## src/shared/uime_pkg.sv

```systemverilog
// Package for the I2C mode engine: register map, field positions, timing.
// Assumes a single 20 MHz system clock and an AHB-Lite register bus.
package uime_pkg;

    // ****************************************************************
    // Register byte addresses
    // ****************************************************************
    localparam logic [7:0] ADDR_CTRL   = 8'h00; // Mode, layout, arbitration, select.
    localparam logic [7:0] ADDR_MODE3  = 8'h04; // i2c_special_mode_three.
    localparam logic [7:0] ADDR_MODE4  = 8'h08; // i2c_special_mode_four.
    localparam logic [7:0] ADDR_STATUS = 8'h0C; // Events and flags.
    localparam logic [7:0] ADDR_RXBUF  = 8'h10; // receive_buffer.
    localparam logic [7:0] ADDR_TXBUF  = 8'h14; // Transmit data.
    localparam logic [7:0] ADDR_BAUD   = 8'h18; // baud_divider.

    // ****************************************************************
    // Field positions
    // ****************************************************************
    // Control register.
    localparam int CTL_SMD_LO    = 0;  // serial_mode_field, 3 bits.
    localparam int CTL_I2C_MODE_SELECT      = 3;
    localparam int CTL_LAYOUT    = 4;
    localparam int CTL_ABC       = 5;
    localparam int CTL_ALS       = 6;
    localparam int CTL_CLOCK_SOURCE_SELECT     = 7;
    localparam int CTL_SDA_INIT  = 8;  // Port value for the initial SDA.
    // Mode three register.
    localparam int M3_CLOCK_DELAY_SELECT       = 1;
    // Mode four register.
    localparam int M4_STA        = 0;
    localparam int M4_RSTA       = 1;
    localparam int M4_STP        = 2;
    localparam int M4_SEL        = 3;
    localparam int M4_ACK_DATA_VALUE       = 4;
    localparam int M4_ACK_OUTPUT_ENABLE       = 5;
    localparam int M4_SCL_RELEASE_ON_STOP      = 6;
    localparam int M4_SCL_HOLD_AFTER_NINTH       = 7;
    // Status register; write one to clear bits 0 to 3, and bit 4 with bytewise timing.
    localparam int ST_STSP       = 0;
    localparam int ST_TXEV       = 1;
    localparam int ST_RXEV       = 2;
    localparam int ST_DMA1       = 3;
    localparam int ST_ARB        = 4;
    localparam int ST_BUSY       = 5;

    localparam logic [2:0] SMD_I2C  = 3'h2;
    localparam logic [2:0] SMD_OFF  = 3'h0;
    localparam logic [3:0] BIT_NINE = 4'h9;
    localparam logic [3:0] BIT_ONE  = 4'h1;
    localparam logic [3:0] BIT_ZERO = 4'h0;
    localparam logic [7:0] RST8     = 8'h00;
    localparam logic [8:0] RST9     = 9'h000;
    localparam logic [1:0] HTRANS_NONSEQ = 2'h2;

    typedef enum logic [2:0] {
        UIME_GEN_IDLE, UIME_GEN_A, UIME_GEN_B, UIME_GEN_C
    } uime_gen_t;

endpackage : uime_pkg

```

## src/design/uime_engine.sv

```systemverilog
// I2C special mode engine of a serial port, with its AHB-Lite registers.
// Assumes SDA and SCL are open-drain pads resolved outside; pad inputs are
// asynchronous and pass a two-stage synchroniser here.
// Summary of operation
// - Falling SDA while SCL high flags a start and raises the shared request.
// - Rising SDA while SCL high flags a stop and raises the shared request.
// - Start and stop share one request; bus-busy tells them apart.
// - Writing start, restart or stop request bits generates that condition.
// - With select at 0, pins carry only transfer clock and data.
// - Request on detection with select 0, on generation end with select 1.
// - Each sent bit is compared with SDA at every SCL rising edge but the ninth.
// - Bitwise timing: flag follows each check, set on mismatch, else cleared.
// - Bytewise timing: any mismatch sets flag at ninth falling edge.
// - With SDA stop on loss, SDA released at the mismatch, before the bytewise flag sets.
// - Layout 0: transmit source is NACK detection at ninth rising edge.
// - Layout 0 receive source is ACK; layout 1 is ninth falling edge.
// - Layout 1 transmit event at ninth rise, or the falling edge after the ninth fall with delay.
// - Layout 1 buffer loads at ninth fall, again at rise with delay.
// - Layout 1 stores bits one to seven in 6:0, eighth in bit 8.
// - DMA1 source is ACK with layout 0, ninth fall with layout 1.
// - Initial SDA level is the port value set while mode field is off.
// - SCL idles high without clock delay, low with clock delay.
// - Acknowledge output enabled drives the ack data bit during ninth clock.
// - Master with release on stop lets SCL go once a stop is seen.
// - Slave with hold after ninth and clock delay holds SCL low after clock ten falls.
// - Master bit rate is clock over two times divider plus one.
`timescale 1ns/100ps
`default_nettype none
module uime_engine (
    input  wire logic        clk_sys,
    input  wire logic        rst_b,
    input  wire logic        hsel,
    input  wire logic [31:0] haddr,
    input  wire logic [1:0]  htrans,
    input  wire logic        hwrite,
    input  wire logic [2:0]  hsize,
    input  wire logic [31:0] hwdata,
    input  wire logic        hready,
    output logic      [31:0] hrdata,
    output logic             hreadyout,
    output logic             hresp,
    input  wire logic        scl_in,
    output logic             scl_out,
    output logic             scl_oe,
    input  wire logic        sda_in,
    output logic             sda_out,
    output logic             sda_oe,
    output logic             stsp_irq,
    output logic             tx_irq,
    output logic             rx_irq,
    output logic             dma1_req
);
    import uime_pkg::*;

    // ****************************************************************
    // Registers and state
    // ****************************************************************
    logic [8:0] ctrl_q;
    logic [7:0] mode3_q, mode4_q, baud_q, txbuf_q;
    logic [8:0] rxbuf_q;
    logic [7:0] shift_q;
    logic [4:0] ev_q;
    logic       arb_q, arb_acc_q, busy_q;
    logic [3:0] bitcnt_q;
    logic [7:0] brg_q;
    logic       iscl_q, hold_q, rel_q;
    logic       sda_drv_q;
    logic [1:0] scl_s_q, sda_s_q;
    logic       scl_p_q, sda_p_q;
    uime_gen_t  gen_q;
    logic       wr_pend_q;
    logic [7:0] waddr_q;

    logic       en, master, clock_delay_select, layout, sel;
    logic       scl_r, scl_f, start_det, stop_det;
    logic       tick, gen_done, ninth_rise, ninth_fall, tenth_fall;
    logic       mism, txbit, ack_phase;
    logic       set_tx, set_rx, set_dma, set_stsp;
    logic       sw_clr;
    logic [4:0] clr_mask;

    assign en     = (ctrl_q[CTL_SMD_LO +: 3] == SMD_I2C) && ctrl_q[CTL_I2C_MODE_SELECT];
    assign master = !ctrl_q[CTL_CLOCK_SOURCE_SELECT];
    assign clock_delay_select   = mode3_q[M3_CLOCK_DELAY_SELECT];
    assign layout = ctrl_q[CTL_LAYOUT];
    assign sel    = mode4_q[M4_SEL];

    // ****************************************************************
    // Pin synchronisers and edge detection
    // ****************************************************************
    // Only the second stage feeds the edge detectors below.
    always_ff @(posedge clk_sys) begin
        if (!rst_b) begin
            scl_s_q <= 2'h3;
            sda_s_q <= 2'h3;
            scl_p_q <= 1'b1;
            sda_p_q <= 1'b1;
        end else begin
            scl_s_q <= {scl_s_q[0], scl_in};
            sda_s_q <= {sda_s_q[0], sda_in};
            scl_p_q <= scl_s_q[1];
            sda_p_q <= sda_s_q[1];
        end
    end

    assign scl_r = scl_s_q[1] && !scl_p_q;
    assign scl_f = !scl_s_q[1] && scl_p_q;
    assign start_det = en && scl_s_q[1] && scl_p_q && sda_p_q && !sda_s_q[1];
    assign stop_det = en && scl_s_q[1] && scl_p_q && !sda_p_q && sda_s_q[1];

    // ****************************************************************
    // Baud divider
    // ****************************************************************
    // Half period is divider plus one clocks, so a bit takes 2(n+1).
    always_ff @(posedge clk_sys) begin
        if (!rst_b || !en) begin
            brg_q <= RST8;
        end else if (brg_q == RST8) begin
            brg_q <= baud_q;
        end else begin
            brg_q <= brg_q - 8'h01;
        end
    end
    assign tick = en && (brg_q == RST8);

    // ****************************************************************
    // Condition generator
    // ****************************************************************
    // Request bits drive a short sequence; only when selected.
    always_ff @(posedge clk_sys) begin
        if (!rst_b || !en || !sel) begin
            gen_q <= UIME_GEN_IDLE;
        end else if (tick) begin
            case (gen_q)
                UIME_GEN_IDLE: begin
                    if (mode4_q[M4_STA] || mode4_q[M4_RSTA] ||
                        mode4_q[M4_STP]) begin
                        gen_q <= UIME_GEN_A;
                    end
                end
                UIME_GEN_A: gen_q <= UIME_GEN_B;
                UIME_GEN_B: gen_q <= UIME_GEN_C;
                default:    gen_q <= UIME_GEN_IDLE;
            endcase
        end
    end
    assign gen_done = tick && (gen_q == UIME_GEN_C);

    // ****************************************************************
    // Internal SCL and bit counter
    // ****************************************************************
    // Idle level of SCL follows clock delay; clock runs only with data.
    always_ff @(posedge clk_sys) begin
        if (!rst_b || !en) begin
            iscl_q <= 1'b1;
        end else if (gen_q != UIME_GEN_IDLE && sel) begin
            iscl_q <= !mode4_q[M4_STP] || (gen_q != UIME_GEN_A);
        end else if (master && bitcnt_q != BIT_ZERO && tick) begin
            iscl_q <= !iscl_q;
        end else if (bitcnt_q == BIT_ZERO) begin
            iscl_q <= !clock_delay_select;
        end
    end

    // Counts bits of a byte on SCL falling edges; a byte holds nine clocks.
    // Zero means no transfer, so a master clocks only after a start.
    always_ff @(posedge clk_sys) begin
        if (!rst_b || !en || stop_det) begin
            bitcnt_q <= BIT_ZERO;
        end else if (start_det) begin
            bitcnt_q <= BIT_ONE;
        end else if (scl_f && bitcnt_q != BIT_ZERO) begin
            bitcnt_q <= (bitcnt_q == BIT_NINE) ? BIT_ONE : bitcnt_q + BIT_ONE;
        end
    end

    assign ninth_rise = scl_r && (bitcnt_q == BIT_NINE);
    assign ninth_fall = scl_f && (bitcnt_q == BIT_NINE);
    assign tenth_fall = scl_f && (bitcnt_q == BIT_ONE) && hold_q == 1'b0
                        && rel_q;
    assign ack_phase  = (bitcnt_q == BIT_NINE);

    // Tracks that a ninth clock has ended, so the next falling edge is tenth.
    always_ff @(posedge clk_sys) begin
        if (!rst_b || !en) begin
            rel_q <= 1'b0;
        end else if (ninth_fall) begin
            rel_q <= 1'b1;
        end else if (scl_f) begin
            rel_q <= 1'b0;
        end
    end

    // ****************************************************************
    // Shift register and receive buffer
    // ****************************************************************
    assign txbit = shift_q[7];

    always_ff @(posedge clk_sys) begin
        if (!rst_b) begin
            shift_q <= RST8;
        end else if (start_det || (ninth_fall && en)) begin
            shift_q <= txbuf_q;
        end else if (scl_r && !ack_phase) begin
            shift_q <= {shift_q[6:0], sda_s_q[1]};
        end
    end

    // Layout 0 loads at ninth rise; layout 1 at ninth fall, with clock delay also at rise.
    always_ff @(posedge clk_sys) begin
        if (!rst_b) begin
            rxbuf_q <= RST9;
        end else if (ninth_rise && (!layout || clock_delay_select)) begin
            rxbuf_q <= {sda_s_q[1], shift_q};
        end else if (ninth_fall && layout) begin
            // Bits one to seven low, eighth in bit 8.
            rxbuf_q <= {shift_q[0], rxbuf_q[7], shift_q[7:1]};
        end
    end

    // ****************************************************************
    // Arbitration
    // ****************************************************************
    // Compare on each SCL rising edge while driving data bits.
    assign mism = scl_r && !ack_phase && txbit && !sda_s_q[1];

    always_ff @(posedge clk_sys) begin
        if (!rst_b || !en) begin
            arb_q     <= 1'b0;
            arb_acc_q <= 1'b0;
        end else if (!ctrl_q[CTL_ABC]) begin
            if (scl_r && !ack_phase) begin
                arb_q <= mism;
            end
        end else begin
            // Bytewise: latch at ninth fall; software clears it.
            if (ninth_fall) begin
                arb_q     <= arb_q || arb_acc_q || mism;
                arb_acc_q <= 1'b0;
            end else if (mism) begin
                arb_acc_q <= 1'b1;
            end else if (sw_clr && clr_mask[ST_ARB]) begin
                arb_q <= 1'b0;
            end
        end
    end

    // ****************************************************************
    // Bus busy and events
    // ****************************************************************
    // Busy follows start and stop; it tells them apart.
    always_ff @(posedge clk_sys) begin
        if (!rst_b) begin
            busy_q <= 1'b0;
        end else if (start_det) begin
            busy_q <= 1'b1;
        end else if (stop_det) begin
            busy_q <= 1'b0;
        end
    end

    // Detection or generation end, per the select bit.
    assign set_stsp = sel ? gen_done : (start_det || stop_det);
    // Transmit source per layout and clock delay.
    assign set_tx = !layout ? (ninth_rise && sda_s_q[1])
                  : (clock_delay_select ? tenth_fall : ninth_rise);
    assign set_rx = !layout ? (ninth_rise && !sda_s_q[1]) : ninth_fall;
    // DMA channel 1 source per layout.
    assign set_dma = set_rx;

    // Hardware set wins over a software clear in the same cycle.
    always_ff @(posedge clk_sys) begin
        if (!rst_b) begin
            ev_q <= 5'h00;
        end else begin
            ev_q[ST_STSP] <= set_stsp ||
                (ev_q[ST_STSP] && !(sw_clr && clr_mask[ST_STSP]));
            ev_q[ST_TXEV] <= set_tx ||
                (ev_q[ST_TXEV] && !(sw_clr && clr_mask[ST_TXEV]));
            ev_q[ST_RXEV] <= set_rx ||
                (ev_q[ST_RXEV] && !(sw_clr && clr_mask[ST_RXEV]));
            ev_q[ST_DMA1] <= set_dma ||
                (ev_q[ST_DMA1] && !(sw_clr && clr_mask[ST_DMA1]));
            ev_q[ST_ARB] <= 1'b0;
        end
    end

    assign stsp_irq = ev_q[ST_STSP];
    assign tx_irq   = ev_q[ST_TXEV];
    assign rx_irq   = ev_q[ST_RXEV];
    assign dma1_req = ev_q[ST_DMA1];

    // ****************************************************************
    // SCL and SDA drivers
    // ****************************************************************
    // Slave hold after the ninth; master release after a stop.
    always_ff @(posedge clk_sys) begin
        if (!rst_b || !en) begin
            hold_q <= 1'b0;
        end else if (!mode4_q[M4_SCL_HOLD_AFTER_NINTH]) begin
            hold_q <= 1'b0;
        end else if (!master && clock_delay_select && scl_f && rel_q) begin
            hold_q <= 1'b1;
        end
    end

    // SDA is released in the cycle a mismatch is seen; the bitwise lost flag rises then too.
    // Ack bit driven during the ninth clock; initial level.
    always_ff @(posedge clk_sys) begin
        if (!rst_b) begin
            sda_drv_q <= 1'b1;
        end else if (ctrl_q[CTL_SMD_LO +: 3] == SMD_OFF) begin
            sda_drv_q <= ctrl_q[CTL_SDA_INIT];
        end else if (gen_q != UIME_GEN_IDLE && sel) begin
            sda_drv_q <= (mode4_q[M4_STP] ? (gen_q == UIME_GEN_C)
                                          : (gen_q == UIME_GEN_A));
        end else if (ctrl_q[CTL_ALS] && (mism || arb_q)) begin
            sda_drv_q <= 1'b1;
        end else if (!scl_s_q[1]) begin
            sda_drv_q <= ack_phase ? (mode4_q[M4_ACK_OUTPUT_ENABLE] ? mode4_q[M4_ACK_DATA_VALUE]
                                                       : 1'b1)
                                   : txbit;
        end
    end

    // Open-drain pins: drive low only; release otherwise.
    assign sda_out = 1'b0;
    assign sda_oe  = en && !sda_drv_q;
    assign scl_out = 1'b0;
    assign scl_oe  = en && (hold_q || (master && !iscl_q &&
                     !(mode4_q[M4_SCL_RELEASE_ON_STOP] && !busy_q && bitcnt_q == BIT_ZERO)));

    // ****************************************************************
    // AHB-Lite slave
    // ****************************************************************
    // Zero wait states; writes commit in the data phase.
    assign hreadyout = 1'b1;
    assign hresp     = 1'b0;
    assign sw_clr    = wr_pend_q && (waddr_q == ADDR_STATUS);
    assign clr_mask  = hwdata[4:0];

    always_ff @(posedge clk_sys) begin
        if (!rst_b) begin
            wr_pend_q <= 1'b0;
            waddr_q   <= RST8;
        end else if (hready) begin
            wr_pend_q <= hsel && hwrite && (htrans == HTRANS_NONSEQ);
            waddr_q   <= haddr[7:0];
        end
    end

    // Register writes; the generator clears request bits when it finishes.
    always_ff @(posedge clk_sys) begin
        if (!rst_b) begin
            ctrl_q  <= RST9;
            mode3_q <= RST8;
            mode4_q <= RST8;
            baud_q  <= RST8;
            txbuf_q <= RST8;
        end else begin
            if (wr_pend_q) begin
                if (waddr_q == ADDR_CTRL) begin
                    ctrl_q <= hwdata[8:0];
                end else if (waddr_q == ADDR_MODE3) begin
                    mode3_q <= hwdata[7:0];
                end else if (waddr_q == ADDR_MODE4) begin
                    mode4_q <= hwdata[7:0];
                end else if (waddr_q == ADDR_BAUD) begin
                    baud_q <= hwdata[7:0];
                end else if (waddr_q == ADDR_TXBUF) begin
                    txbuf_q <= hwdata[7:0];
                end
            end
            if (gen_done) begin
                mode4_q[M4_STP:M4_STA] <= 3'h0;
            end
        end
    end

    // Read data registered in the address phase, shown in the data phase.
    always_ff @(posedge clk_sys) begin
        if (!rst_b) begin
            hrdata <= 32'h0000_0000;
        end else if (hready && hsel && !hwrite) begin
            if (haddr[7:0] == ADDR_CTRL) begin
                hrdata <= {23'h0, ctrl_q};
            end else if (haddr[7:0] == ADDR_MODE3) begin
                hrdata <= {24'h0, mode3_q};
            end else if (haddr[7:0] == ADDR_MODE4) begin
                hrdata <= {24'h0, mode4_q};
            end else if (haddr[7:0] == ADDR_STATUS) begin
                hrdata <= {26'h0, busy_q, arb_q, ev_q[3:0]};
            end else if (haddr[7:0] == ADDR_RXBUF) begin
                hrdata <= {23'h0, rxbuf_q};
            end else if (haddr[7:0] == ADDR_TXBUF) begin
                hrdata <= {24'h0, txbuf_q};
            end else if (haddr[7:0] == ADDR_BAUD) begin
                hrdata <= {24'h0, baud_q};
            end else begin
                hrdata <= 32'h0000_0000;
            end
        end
    end

endmodule : uime_engine
`default_nettype wire

```

## config.mk

```make
export PLATFORM = sky130hd
export DESIGN_NAME = uime_engine
export DESIGN_NICKNAME = d
export VERILOG_FILES = /design/src/shared/uime_pkg.sv /design/src/design/uime_engine.sv
export SDC_FILE = /design/constraint.sdc
export NUM_CORES = 1
export LEC_CHECK = 0
export ABC_AREA = 1
export BUFFER_PORTS_ARGS = -buffer_cell sky130_fd_sc_hd__buf_2
export CAP_MARGIN = 20
export CORE_MARGIN = 2
export CORE_UTILIZATION = 55
export CTS_CLUSTER_DIAMETER = 150
export DETAILED_ROUTE_END_ITERATION = 12
export PLACE_DENSITY = 0.8
export SLEW_MARGIN = 20
export SYNTH_ARGS = -nofsm -noshare
export SYNTH_HDL_FRONTEND = slang
export SYNTH_SLANG_ARGS = --single-unit
```

## constraint.sdc

```tcl
create_clock -name clk_sys -period 2.1 [get_ports clk_sys]
set_input_delay 0.21 -clock clk_sys [delete_from_list [all_inputs] [get_ports clk_sys]]
set_output_delay 0.21 -clock clk_sys [all_outputs]
set_load 0.03 [all_outputs]
```

==> results.md <==
STA:
- The time the worst path needs with I/O delays and setup is between 2 and 2.5 ns.
- Adding up every negative setup slack in the final design gives 0 ns.
- The total setup violations reported at the end of the flow is 0.
- For the final database, setup skew stands at around 0.0096 ns.
- Setup repair after global routing left no endpoint under its margin.
- For the pin with the worst max-slew slack, the measured transition is about 0.62 ns.
- The worst relative slew slack is about 59%.
- The total count of hold-check failures in the final report came to 0.
- Dividing the final minimum period by the clock period gives between 90 and 100%.
- The fmax is just under 0.5 GHz.
- The final-report max-slew violation count came to 0.

Synth:
- Sorting the synthesized cells by how often they occur yields 119 x sky130_fd_sc_hd__nand2_1, 107 x sky130_fd_sc_hd__dfxtp_1, 99 x sky130_fd_sc_hd__nor2_1, 77 x sky130_fd_sc_hd__inv_1, 72 x sky130_fd_sc_hd__a21oi_1.
- By area the synthesized netlist is led by sky130_fd_sc_hd__dfxtp_1 40%, sky130_fd_sc_hd__nand2_1 8.3%, sky130_fd_sc_hd__nor2_1 6.9%, sky130_fd_sc_hd__a21oi_1 6.7%, sky130_fd_sc_hd__inv_1 5.4%.
- The warning count from the yosys run is 0.
- The number of distinct library cells after synthesis is between 40 and 50.
- For this run, the leading register cell type out of synthesis is sky130_fd_sc_hd__dfxtp_1.
- After synthesis the netlist holds a flip-flop and latch count of around 110.
- The number of instances in the synthesized netlist is roughly 760.
- The cell type with the largest total area after synthesis is sky130_fd_sc_hd__dfxtp_1.
- The proportion of synthesized flip-flops having asynchronous set or reset is 0%.
- The average cell area after synthesis is roughly 7 µm².
- Yosys instantiated no cell more often than sky130_fd_sc_hd__nand2_1.
- The area share of the leading cell type in the synthesized netlist is about two fifths.
- The share of synthesized area occupied by flip-flops and latches is 39.9%.
- Counting flops with a built-in enable in the synthesized netlist gives 0.
- After synthesis the cells add up to roughly 5400 µm².

Setup path:
- The type of element capturing the critical path is an output pin.
- For the worst setup path, the data required time is about 1.9 ns.
- For the worst setup path, the data arrival time is 1.82 ns.
- The cell count of the worst reg-to-reg path is 8.
- Along the worst path, the maximum fanout reaches 5.
- The critical path is of the flop to output pin type.
- The type of origin of the critical path is a flop.
- The launching point of the worst reg2reg path is brg_q[0]$_SDFF_PP0_.
- Setup slack on the worst reg-to-reg path comes out at approximately 0.35 ns.
- The worst register-to-register path ends at gen_q[0]$_SDFFE_PP0P_.

Clock tree:
- The clock tree from TritonCTS is built.
- The number of buffers inserted to repair setup after CTS is 0.
- The clock passes through at most 2 buffers.
- The clock latency of the later-clocked register in the worst-skew pair is between 0.3 and 0.4 ns.
- The clock sink count is roughly 110.
- The H-tree was split into 3 levels.
- Clock-pin slew was measured on the worst setup and hold paths at 0.10 ns.
- Clock tree synthesis inserted a total of 9 buffers.
- The clock root buffer is sky130_fd_sc_hd__clkbuf_8.

Routing:
- In this run, the number of DRC markers left after iteration 0 of detailed routing was 377.
- The number of antenna-violating nets in the routed design is 0.
- Summing over every cut layer, the via total after detailed routing is between 5,000 and 6,000.
- In the routed design, unresolved DRC markers number 0.
- Before antenna repair, the detailed router went through 5 iterations.
- The ratio of routed vias to standard cells is roughly 5.4.
- In the final routed layout, each cell accounts on average for ~15 µm.
- The routed design has 13.8 mm of wire.

Floorplan:
- For this design the top-level I/O count stands at 118.
- From bottom edge to top edge, the die measures 103 µm.
- The die span in x is 103 µm.
- The die covers 10,600 µm².
- The floorplan has 36 rows.
- For this configuration, the core starts out at a cell density of a little under three fifths.
- The standard cell core area is 9640 µm².

Finish:
- After filler insertion, the fill cell instance count of the layout stands at roughly 880.
- The number of diodes is 0.
- Relative to the synthesized area, the layout overhead comes to 7.53%.
- In the final layout, the registers with the most flip-flops are ctrl_q (9), hrdata (9), rxbuf_q (9).
- For this run, the post-layout net count is 883.
- Measured on the finished design, the core utilization comes to between 50% and 60%.
- The share of layout cells above drive strength 1 is ~15%.
- Excluding fillers, the count of instances in the completed layout stands at 939.
- Once layout is done, the placed cells without fillers occupy 5770 µm².

GRT:
- The overall global routing resource usage is approximately 28%.
- Entering global routing, the biggest net connects 47 pins.
- The number of global-route vias before repair was between 4,000 and 5,000.
- The wire length of the first global-routing pass is 22.2 mm.
- The initial antenna violation count came to 0.
- The global-route congestion overflow total is 0.

Placement:
- The global placement routability congestion is 0.986.
- The number of instances in the placed design is approximately 920.
- Detailed placement finished with a half-perimeter wire length of roughly 10 mm.
- The number of input and output port buffers inserted is 40.
- In this run the cell area measured after placement is between 5000 and 6000 µm².

Min path:
- The worst hold path terminates at sda_s_q[0]$_SDFF_PN1_.
- The number of cells traversed by the worst hold path is 2.
- The worst hold path begins at sda_in.
- The class of the worst hold path is input port to flop.

Power:
- The peak ir drop on the vdd network is approximately 0.46 mV.
- The total power consumption of the routed design is between 3 and 4 mW.
- The total leakage power is about 2.5 nW.
- Dividing total power by cell area gives a power density of 606 nW/µm².

Run:
- Across the run, the number of max-cap violations was 0.

Outcome:
- The flow ran to the end, and the final reports show no timing, DRC or antenna violations.
[worst max-delay path, cell delays in order (launching register included)]
cell                       delay [ns]
sky130_fd_sc_hd__dfxtp_1         0.35
sky130_fd_sc_hd__nor2_1          0.21
sky130_fd_sc_hd__nand3_2         0.18
sky130_fd_sc_hd__o311ai_0        0.35
sky130_fd_sc_hd__a21oi_1         0.14
sky130_fd_sc_hd__buf_2           0.20
[area by class of cell]
type / count / area (µm²) / share of cell area (%)
well taps: 133 / 166 / 2.88
clock buffers: 11 / 131 / 2.28
multi-input cells: 535 / 2650 / 45.9
inverters: 98 / 368 / 6.37
clock inverters: 5 / 38.8 / 0.672
repair buffers: 50 / 278 / 4.81
flip-flops and latches: 107 / 2140 / 37.1
[cells in the final DEF, fill, tap and decap left out, types with 2 or more instances in the layout]
cell / synthesis / routed
sky130_fd_sc_hd__nand2_1: 119 / 119
sky130_fd_sc_hd__dfxtp_1: 107 / 107
sky130_fd_sc_hd__nor2_1: 99 / 99
sky130_fd_sc_hd__inv_1: 77 / 77
sky130_fd_sc_hd__a21oi_1: 72 / 72
sky130_fd_sc_hd__o21ai_0: 56 / 56
sky130_fd_sc_hd__nand3_1: 47 / 46
sky130_fd_sc_hd__buf_2: 7 / 40
sky130_fd_sc_hd__o21ai_1: 29 / 29
sky130_fd_sc_hd__conb_1: 2 / 27
sky130_fd_sc_hd__inv_2: 19 / 19
sky130_fd_sc_hd__a211oi_1: 11 / 11
sky130_fd_sc_hd__nand4_1: 11 / 11
sky130_fd_sc_hd__clkbuf_8: 0 / 9
sky130_fd_sc_hd__buf_4: 28 / 9
sky130_fd_sc_hd__nand2_2: 8 / 8
sky130_fd_sc_hd__nor2_4: 7 / 7
sky130_fd_sc_hd__ha_1: 6 / 6
sky130_fd_sc_hd__nand3_2: 4 / 5
sky130_fd_sc_hd__or2_2: 5 / 5
sky130_fd_sc_hd__nor3_2: 4 / 4
sky130_fd_sc_hd__a31oi_1: 4 / 4
sky130_fd_sc_hd__o22ai_1: 4 / 4
sky130_fd_sc_hd__nand3b_1: 3 / 3
sky130_fd_sc_hd__nor2_2: 2 / 2
sky130_fd_sc_hd__nor3_1: 2 / 2
sky130_fd_sc_hd__nor3b_1: 2 / 2
sky130_fd_sc_hd__xnor2_1: 2 / 2
sky130_fd_sc_hd__clkinv_1: 2 / 2
sky130_fd_sc_hd__clkbuf_1: 11 / 2
sky130_fd_sc_hd__clkinv_4: 0 / 2
[worst max path at each step]
stage	slack (ns)	cells past startpoint	from	end
floorplan	0.66	8	brg_q[0]$_SDFF_PP0_	gen_q[1]$_SDFFE_PP0P_
global placement	0.46	8	brg_q[0]$_SDFF_PP0_	gen_q[1]$_SDFFE_PP0P_
detailed placement	0.38	8	brg_q[0]$_SDFF_PP0_	gen_q[0]$_SDFFE_PP0P_
CTS	0.05	5	bitcnt_q[3]$_SDFFE_PP0P_	scl_oe
global route	0.05	5	bitcnt_q[2]$_SDFFE_PP0P_	scl_oe
finish	0.07	5	bitcnt_q[3]$_SDFFE_PP0P_	scl_oe
[per-stage QoR]
stage          hold slack [ns]  setup WS, ns
2_1_floorplan            0.317         0.657
3_3_place_gp             0.395         0.457
3_5_place_dp             0.401         0.380
4_1_cts                 0.0333        0.0538
5_1_grt                 0.0425        0.0541
6_report                0.0431        0.0736
[routing by layer]
layer / routed length [µm] / global-route usage, % / part of all wire, % / vias to the layer above
met3: 1030 / 5.83 / 7.5 / 27
li1: - / - / - / 2519
met4: 348 / 9.82 / 2.5 / 0
met5: 0 / 0 / 0 / -
met1: 6120 / 36.8 / 44 / 2311
met2: 6290 / 44.5 / 46 / 220
[kinds of logic (layout without fill, tap and decap cells)]
| kind of cell | Yosys count | in the layout | share of synthesized area [%] |
|---|---|---|---|
| adder cells (fa/ha/maj) | 6 | 6 | 1.40 |
| buffers and inverters | 146 | 164 | 12.6 |
| other | 2 | 27 | 0.140 |
| XOR/XNOR | 2 | 2 | 0.326 |
| AND/OR/NAND/NOR | 317 | 317 | 27.4 |
| AO/OA/AOI/OAI | 183 | 183 | 18.3 |
| flip-flops | 107 | 107 | 39.9 |
[repair_timing]
action | CTS | global route
endpoints found under the setup margin | 0 | 1
hold buffers | 1 | 0
endpoints found under the hold margin | 1 | 0
gates resized for setup | 0 | 1
[where the power goes]
group          internal, mW  switching, mW  total, mW  leakage, nW
Clock                 0.439          0.724       1.16       0.0839
Combinational        0.0610          0.204      0.265         1.52
Sequential             2.05         0.0177       2.07        0.866
Total                  2.55          0.946       3.50         2.47
No activity file was read; power rests on OpenSTA's default activity.
